**src/pkg/psd_pkg.sv**
```systemverilog
// Constants for the pattern step decoder
package psd_pkg;
   // Register offsets
   localparam logic [7:0] PSD_ADDR_STEP_A = 8'h00;
   localparam logic [7:0] PSD_ADDR_STEP_B = 8'h01;
   localparam logic [7:0] PSD_ADDR_RESET = 8'h60;
   localparam logic [7:0] PSD_STEP_RST = 8'h00;
   // Field positions
   localparam int PSD_A_CET_HI = 1;
   localparam int PSD_A_CET_LO = 0;
   localparam int PSD_B_CET_HI = 7;
   localparam int PSD_B_CET_LO = 6;
   localparam int PSD_B_BLUE_HI = 5;
   localparam int PSD_B_BLUE_LO = 3;
   localparam int PSD_B_RAMP_HI = 2;
   localparam int PSD_B_RAMP_LO = 0;
   // Timing: one millisecond tick at a 5 ns clock
   localparam int PSD_CLK_PERIOD_NS = 5;
   localparam int PSD_TICK_NS = 1000000;
   localparam int PSD_TICK_CYCLES = PSD_TICK_NS / PSD_CLK_PERIOD_NS;
   localparam logic [6:0] PSD_PCT_MAX = 7'h64;
   // Step durations in ms per duration code
   localparam logic [11:0] PSD_CET_MS [16] = '{
      12'd197, 12'd393, 12'd590, 12'd786, 12'd983, 12'd1180, 12'd1376, 12'd1573,
      12'd1769, 12'd1966, 12'd2163, 12'd2359, 12'd2556, 12'd2753, 12'd2949, 12'd3146};
   // Ramp times in ms per ramp_time_code
   localparam logic [11:0] PSD_RAMP_MS [8] = '{
      12'd0, 12'd55, 12'd110, 12'd221, 12'd442, 12'd885, 12'd1770, 12'd3539};
   // Percent of maximum current per intensity code
   localparam logic [6:0] PSD_LIN_PCT [8] = '{
      7'd0, 7'd7, 7'd14, 7'd21, 7'd32, 7'd46, 7'd71, 7'd100};
   localparam logic [6:0] PSD_LOG_PCT [8] = '{
      7'd0, 7'd1, 7'd2, 7'd4, 7'd10, 7'd21, 7'd46, 7'd100};
   typedef enum logic [1:0] {PSD_IDLE, PSD_RAMP, PSD_HOLD} psd_state_e;
endpackage

```
**src/hdl/psd_curve_lut.sv**
```systemverilog
// Intensity code to percent lookup with registered output
`timescale 1ns/100ps
`default_nettype none
module psd_curve_lut (
   input wire logic clk_i,
   input wire logic rst_i,
   input wire logic clr_i,
   input wire logic [2:0] code_i,
   input wire logic log_sel_i,
   output logic [6:0] pct_o
);
   import psd_pkg::*;
   logic [6:0] pct_q;
   logic [6:0] pct_d;

   always_comb begin
      if (clr_i) begin
         pct_d = 7'h00;
      end else if (log_sel_i) begin
         pct_d = PSD_LOG_PCT[code_i];
      end else begin
         pct_d = PSD_LIN_PCT[code_i];
      end
   end

   always_ff @(posedge clk_i or posedge rst_i) begin
      if (rst_i) begin
         pct_q <= 7'h00;
      end else begin
         pct_q <= pct_d;
      end
   end

   assign pct_o = pct_q;
endmodule
`default_nettype wire

```
**src/hdl/psd_step_decoder.sv**
```systemverilog
// Pattern step decoder: duration, blue intensity and ramp engine
//
// Operation
// - Duration code: upper bits from word A bits 1-0, lower from word B 7-6.
// - Each step runs 197 ms to 3146 ms as the duration code selects.
// - Blue code is word B bits 5-3; code zero gives zero current.
// - Linear curve maps codes 1..7 to 7,14,21,32,46,71,100 percent.
// - Log curve maps codes 1..7 to 1,2,4,10,21,46,100 percent.
// - Ramp code is word B bits 2-0, selecting 0 to 3539 ms.
// - Any write to the reset register returns the block to reset state.
`timescale 1ns/100ps
`default_nettype none
module psd_step_decoder #(
   parameter int TICK_CYCLES = psd_pkg::PSD_TICK_CYCLES
) (
   input wire logic clk_i,
   input wire logic rst_i,
   input wire logic reg_wr_i,
   input wire logic [7:0] reg_addr_i,
   input wire logic [7:0] reg_wdata_i,
   input wire logic log_curve_i,
   output logic [7:0] reg_rdata_o,
   output logic [3:0] cet_code_o,
   output logic [2:0] ramp_time_code_o,
   output logic [6:0] blue_level_o,
   output logic step_active_o,
   output logic ramping_o,
   output logic step_done_o
);
   import psd_pkg::*;

   logic [7:0] word_a_q, word_a_d, word_b_q, word_b_d, rdata_q, rdata_d;
   logic srst_q, srst_d;
   logic [1:0] start_q, start_d;
   logic log_s1_q, log_s2_q;
   psd_state_e state_q, state_d;
   logic [17:0] tick_q, tick_d;
   logic [11:0] ms_q, ms_d, dur_q, dur_d, ramp_q, ramp_d, acc_q, acc_d;
   logic [6:0] level_q, level_d, target_q, target_d, lut_pct, delta;
   logic [6:0] span_q, span_d;
   logic done_q, done_d;
   logic active_q, active_d, ramp_flag_q, ramp_flag_d;
   logic tick;
   logic [3:0] cet_code;
   logic [2:0] blue_code, ramp_code;

   assign cet_code = {word_a_q[PSD_A_CET_HI:PSD_A_CET_LO], word_b_q[PSD_B_CET_HI:PSD_B_CET_LO]};
   assign blue_code = word_b_q[PSD_B_BLUE_HI:PSD_B_BLUE_LO];
   assign ramp_code = word_b_q[PSD_B_RAMP_HI:PSD_B_RAMP_LO];
   assign tick = (tick_q == 18'(TICK_CYCLES - 1));
   // Distance from the present level to the level the new step asks for
   assign delta = (lut_pct > level_q) ? 7'(lut_pct - level_q) : 7'(level_q - lut_pct);

   psd_curve_lut u_lut (
      .clk_i(clk_i),
      .rst_i(rst_i),
      .clr_i(srst_q),
      .code_i(blue_code),
      .log_sel_i(log_s2_q),
      .pct_o(lut_pct)
   );

   // Register file and reads
   always_comb begin
      word_a_d = word_a_q;
      word_b_d = word_b_q;
      srst_d = 1'b0;
      start_d = {start_q[0], 1'b0};
      rdata_d = 8'h00;
      if (srst_q) begin
         word_a_d = PSD_STEP_RST;
         word_b_d = PSD_STEP_RST;
         start_d = 2'h0;
      end else if (reg_wr_i) begin
         if (reg_addr_i == PSD_ADDR_STEP_A) begin
            word_a_d = reg_wdata_i;
         end else if (reg_addr_i == PSD_ADDR_STEP_B) begin
            word_b_d = reg_wdata_i;
            start_d[0] = 1'b1;
         end else if (reg_addr_i == PSD_ADDR_RESET) begin
            srst_d = 1'b1;
         end
      end
      if (reg_addr_i == PSD_ADDR_STEP_A) begin
         rdata_d = word_a_q;
      end else if (reg_addr_i == PSD_ADDR_STEP_B) begin
         rdata_d = word_b_q;
      end
   end

   always_ff @(posedge clk_i or posedge rst_i) begin
      if (rst_i) begin
         word_a_q <= 8'h00;
         word_b_q <= 8'h00;
         srst_q <= 1'b0;
         start_q <= 2'h0;
         rdata_q <= 8'h00;
         log_s1_q <= 1'b0;
         log_s2_q <= 1'b0;
      end else begin
         word_a_q <= word_a_d;
         word_b_q <= word_b_d;
         srst_q <= srst_d;
         start_q <= start_d;
         rdata_q <= rdata_d;
         log_s1_q <= log_curve_i;
         log_s2_q <= log_s1_q;
      end
   end

   // Step timer and ramp engine
   always_comb begin
      state_d = state_q;
      tick_d = tick ? 18'h0 : 18'(tick_q + 18'h1);
      ms_d = tick ? 12'(ms_q + 12'h1) : ms_q;
      dur_d = dur_q;
      ramp_d = ramp_q;
      acc_d = acc_q;
      level_d = level_q;
      target_d = target_q;
      span_d = span_q;
      done_d = 1'b0;
      if (srst_q) begin
         state_d = PSD_IDLE;
         tick_d = 18'h0;
         ms_d = 12'h0;
         dur_d = 12'h0;
         ramp_d = 12'h0;
         acc_d = 12'h0;
         level_d = 7'h00;
         target_d = 7'h00;
         span_d = 7'h00;
      end else if (start_q[1]) begin
         state_d = PSD_RAMP;
         tick_d = 18'h0;
         ms_d = 12'h0;
         acc_d = 12'h0;
         dur_d = PSD_CET_MS[cet_code];
         ramp_d = PSD_RAMP_MS[ramp_code];
         target_d = lut_pct;
         // Fixed span keeps the ramp rate constant while the level moves
         span_d = delta;
      end else begin
         case (state_q)
            PSD_RAMP: begin
               // Spread the change evenly over the ramp
               if (ms_q >= ramp_q || ms_q >= dur_q) begin
                  level_d = target_q;
                  state_d = PSD_HOLD;
               end else begin
                  acc_d = tick ? 12'(acc_q + {5'h0, span_q}) : acc_q;
                  if (acc_q >= ramp_q && level_q != target_q) begin
                     acc_d = 12'(acc_d - ramp_q);
                     level_d = (target_q > level_q) ? 7'(level_q + 7'h1) : 7'(level_q - 7'h1);
                  end
               end
            end
            PSD_HOLD: begin
               // Step ends once its duration has elapsed
               if (ms_q >= dur_q) begin
                  state_d = PSD_IDLE;
                  done_d = 1'b1;
               end
            end
            default: begin
               tick_d = 18'h0;
               ms_d = 12'h0;
            end
         endcase
      end
      active_d = (state_d != PSD_IDLE);
      ramp_flag_d = (state_d == PSD_RAMP);
   end

   always_ff @(posedge clk_i or posedge rst_i) begin
      if (rst_i) begin
         state_q <= PSD_IDLE;
         tick_q <= 18'h0;
         ms_q <= 12'h0;
         dur_q <= 12'h0;
         ramp_q <= 12'h0;
         acc_q <= 12'h0;
         level_q <= 7'h00;
         target_q <= 7'h00;
         done_q <= 1'b0;
         span_q <= 7'h00;
         active_q <= 1'b0;
         ramp_flag_q <= 1'b0;
      end else begin
         state_q <= state_d;
         tick_q <= tick_d;
         ms_q <= ms_d;
         dur_q <= dur_d;
         ramp_q <= ramp_d;
         acc_q <= acc_d;
         level_q <= level_d;
         target_q <= target_d;
         done_q <= done_d;
         span_q <= span_d;
         active_q <= active_d;
         ramp_flag_q <= ramp_flag_d;
      end
   end

   assign reg_rdata_o = rdata_q;
   assign cet_code_o = {word_a_q[1:0], word_b_q[7:6]};
   assign ramp_time_code_o = word_b_q[2:0];
   assign blue_level_o = level_q;
   assign step_active_o = active_q;
   assign ramping_o = ramp_flag_q;
   assign step_done_o = done_q;
endmodule
`default_nettype wire

```
**config.mk**
```make
export PLATFORM = sky130hd
export DESIGN_NAME = psd_step_decoder
export DESIGN_NICKNAME = d
export VERILOG_FILES = /design/src/pkg/psd_pkg.sv /design/src/hdl/psd_curve_lut.sv /design/src/hdl/psd_step_decoder.sv
export SDC_FILE = /design/constraint.sdc
export NUM_CORES = 1
export LEC_CHECK = 0
export BUFFER_PORTS_ARGS = -buffer_cell sky130_fd_sc_hd__buf_4
export CAP_MARGIN = 20
export CORE_MARGIN = 2
export CORE_UTILIZATION = 28
export CTS_BUF_LIST = sky130_fd_sc_hd__clkbuf_4 sky130_fd_sc_hd__clkbuf_8
export CTS_CLUSTER_SIZE = 30
export DETAILED_ROUTE_END_ITERATION = 10
export GPL_TIMING_DRIVEN = 0
export PLACE_DENSITY = 0.54
export SLEW_MARGIN = 20
export SYNTH_ARGS = -nofsm -noshare
export SYNTH_HDL_FRONTEND = slang
export SYNTH_SLANG_ARGS = --single-unit
```
**constraint.sdc**
```tcl
create_clock -name clk_i -period 4.5 [get_ports clk_i]
set_input_delay 0 -clock clk_i [delete_from_list [all_inputs] [get_ports clk_i]]
set_output_delay 0 -clock clk_i [all_outputs]
set_load 0.05 [all_outputs]
```
==> flow_summary.json <==
{
  "cts_made_buffers": 17,
  "area_growth_pct": 16.4,
  "leakage_nw": 4.63,
  "final_common_cell": "nor2_1",
  "syn_avg_cell_area_sq_um": 9.24,
  "htree_num_levels": 4,
  "io_buffers": 44,
  "slew_headroom": 0.391,
  "dpl.hpwl_microns": 16600,
  "antenna_found_initial": 0,
  "gp_congestion": 0.814,
  "row_count": 64,
  "cts_sinks": 128,
  "cp_max_fo": 10,
  "syn-cell-area_sq_um": 8730,
  "synthArstFlopShare": 1.00,
  "maxClockFrequency_ghz": 0.237,
  "timing.rr.end": "acc_q[10]",
  "fin_crit_sh": 0.937,
  "place_ws_ps": 86.9,
  "drv_cap": 0,
  "tightestPinTransition_ps": 913,
  "status": "finished, final reports clean",
  "track_usage": 0.137,
  "crit_type": "reg2reg",
  "die-area_sq_um": 32600,
  "fin_skew_ps": 17.5,
  "min_period_ps": 4220,
  "fillers": 3196,
  "grt_overflow": 0,
  "die_w_microns": 181,
  "hp-class": "in2async",
  "cts_root_buf": "clkbuf_8",
  "worstReg2RegStart": "tick_q[0]",
  "setup_viol": 0,
  "final_nets": 1147,
  "io_pins": 45,
  "synth-seq-cells": 128,
  "drt-initial-drc-count": 378,
  "ys_types": 63,
  "critPathArrivalTime_ps": 4540,
  "crit_path_end_kind": "flip-flop",
  "fin_cells": 1432,
  "route.vias.total": 6902,
  "synth_edf_count": 0,
  "post_cts_buffers": 0,
  "die_h_microns": 181,
  "cp-start-kind": "flip-flop",
  "cts_tree": "done",
  "clockBufferDepth": 2,
  "synth.yosys.seq_area_share": 0.367,
  "coreArea_sq_um": 30700,
  "initial_core_util": 0.285,
  "placed_cells": 1385,
  "grt_pass1_vias": 6854,
  "ant_nets": 0,
  "reg2regPathDepth": 15,
  "wl_per_cell_microns": 15.3,
  "grt_pass1_wl_microns": 36200,
  "drc_errors": 0,
  "synth_nets": 1068,
  "hold_viol_final": 0,
  "clkLatencyLatePin_ps": 470,
  "rsz0062_at_grt": "no",
  "synth_ff_type": "dfrtp_1",
  "drv_slew": 0,
  "grt_start_max_net_pins": 89,
  "cts.reportedPaths.clkPinSlew_ps": 90,
  "setup_ws_ps": 285,
  "vias_per_cell": 4.82,
  "antenna_cells": 0,
  "p_per_area_nw_per_um2": 368,
  "drt-pass1-iter-count": 4,
  "rrSetupSlack_ps": 280,
  "synthCells": 944,
  "synth_warnings": 0,
  "wirelength_microns": 21900,
  "cp_data_required_time_ps": 4820,
  "final_cell_mix": "nor2_1, dfrtp_1, ha_1, inv_1, a21oi_1",
  "ir_drop_mv": 0.182,
  "drive_above_1_share": 0.104
}
power by group:
part,internal [mW],switching [mW]
Clock,0.469,0.544
Combinational,0.606,0.842
Sequential,1.21,0.0704
Total,2.28,1.46
cell type report:
cell class / count / area, sq um / share of cell area
flip-flops and latches: 128 / 3200 / 0.315
clock inverters: 14 / 149 / 0.0147
multi-input cells: 707 / 5120 / 0.504
clock buffers: 18 / 248 / 0.0244
repair buffers: 60 / 508 / 0.0500
plain buffers: 39 / 163 / 0.0160
well taps: 396 / 495 / 0.0488
inverters: 70 / 270 / 0.0266
cell usage after synthesis (6+ instances only):
| master | instances | area share |
|---|---|---|
| nor2_1 | 138 | 0.059 |
| dfrtp_1 | 128 | 0.37 |
| ha_1 | 99 | 0.14 |
| inv_1 | 70 | 0.030 |
| a21oi_1 | 68 | 0.039 |
| mux2i_1 | 67 | 0.077 |
| nand2_1 | 53 | 0.023 |
| clkbuf_1 | 30 | 0.013 |
| o21ai_0 | 26 | 0.015 |
| xnor2_1 | 26 | 0.026 |
| a211oi_1 | 25 | 0.022 |
| nand3_1 | 25 | 0.014 |
| xor2_1 | 24 | 0.024 |
| a21o_1 | 21 | 0.018 |
| nand4_1 | 11 | 0.0079 |
| nor3_1 | 11 | 0.0063 |
| or3_1 | 8 | 0.0057 |
| nor2b_1 | 7 | 0.0050 |
| and3_1 | 6 | 0.0043 |
| nand2b_1 | 6 | 0.0043 |
| o21a_1 | 6 | 0.0052 |
| o21bai_1 | 6 | 0.0052 |
| o2bb2ai_1 | 6 | 0.0060 |
| o31ai_1 | 6 | 0.0052 |
metrics by stage:
stage	setup TNS [ps]	power [mW]	util	hold WS [ps]	area, sq um
5_1_grt	0	3.99	0.331	66.2	10200
3_3_place_gp	-81690	2.71	0.311	110	9550
4_1_cts	0	3.77	0.330	23.0	10100
2_1_floorplan	0	2.38	-	31.4	8730
6_report	0	3.74	0.331	46.3	10200
3_5_place_dp	0	2.73	0.313	-1.07	9590
state kept, by name (all words and copies together), names as in the netlist, 8 cells and up:
register / cells
ms_q: 12
word_b_q: 8
tick_q: 18
reg_rdata_o: 8
ramp_q: 12
acc_q: 12
word_a_q: 8
dur_q: 12
cell families (layout without fill, tap and decap cells):
family | after synthesis | in the layout | share of synthesized area
fa+ha+maj | 104 | 104 | 0.153
mux | 68 | 68 | 0.0781
flops | 128 | 128 | 0.367
xor+xnor | 51 | 51 | 0.0528
buf+inv | 109 | 201 | 0.0487
simple gates | 292 | 292 | 0.156
compound gates | 192 | 192 | 0.144
routing by layer:
layer / up-vias / global-route usage / wire, microns / share of wire
li1: 3448 / - / - / -
met1: 3332 / 0.189 / 10700 / 0.49
met5: - / 0 / 0 / 0
met3: 15 / 0.0192 / 728 / 0.033
met2: 107 / 0.226 / 10300 / 0.47
met4: 0 / 0.0361 / 187 / 0.0086
worst max path at each step:
stage                     startpoint         to  slack [ps]  cells after the start
after floorplan            tick_q[0]  acc_q[11]         800                     16
after global placement         rst_i    ms_q[7]        -650                      2
after detailed placement   tick_q[0]  acc_q[11]          90                     16
after CTS                  tick_q[0]  acc_q[11]          60                     16
after global routing       tick_q[0]  acc_q[10]          30                     15
final                      tick_q[0]  acc_q[10]         280                     15
worst max-delay path: stages, from the launching register on:
cell      delay [ps]
dfrtp_1          380
ha_1             190
and3_1           210
nand3_2          210
or3_4            460
clkbuf_1         250
mux2i_2          330
fa_1             280
nor2b_1           60
o21ai_0          330
a21boi_0         180
o21ai_0          350
a211oi_1         160
or3_1            370
a31oi_1          210
a211oi_2          90
what timing repair did:
item	4_1_cts	5_1_grt
setup endpoints to repair	0	2
resized for setup	0	4
hold buffers	15	0
endpoints found under the hold margin	147	0
No activity file was read; power rests on OpenSTA's default activity.
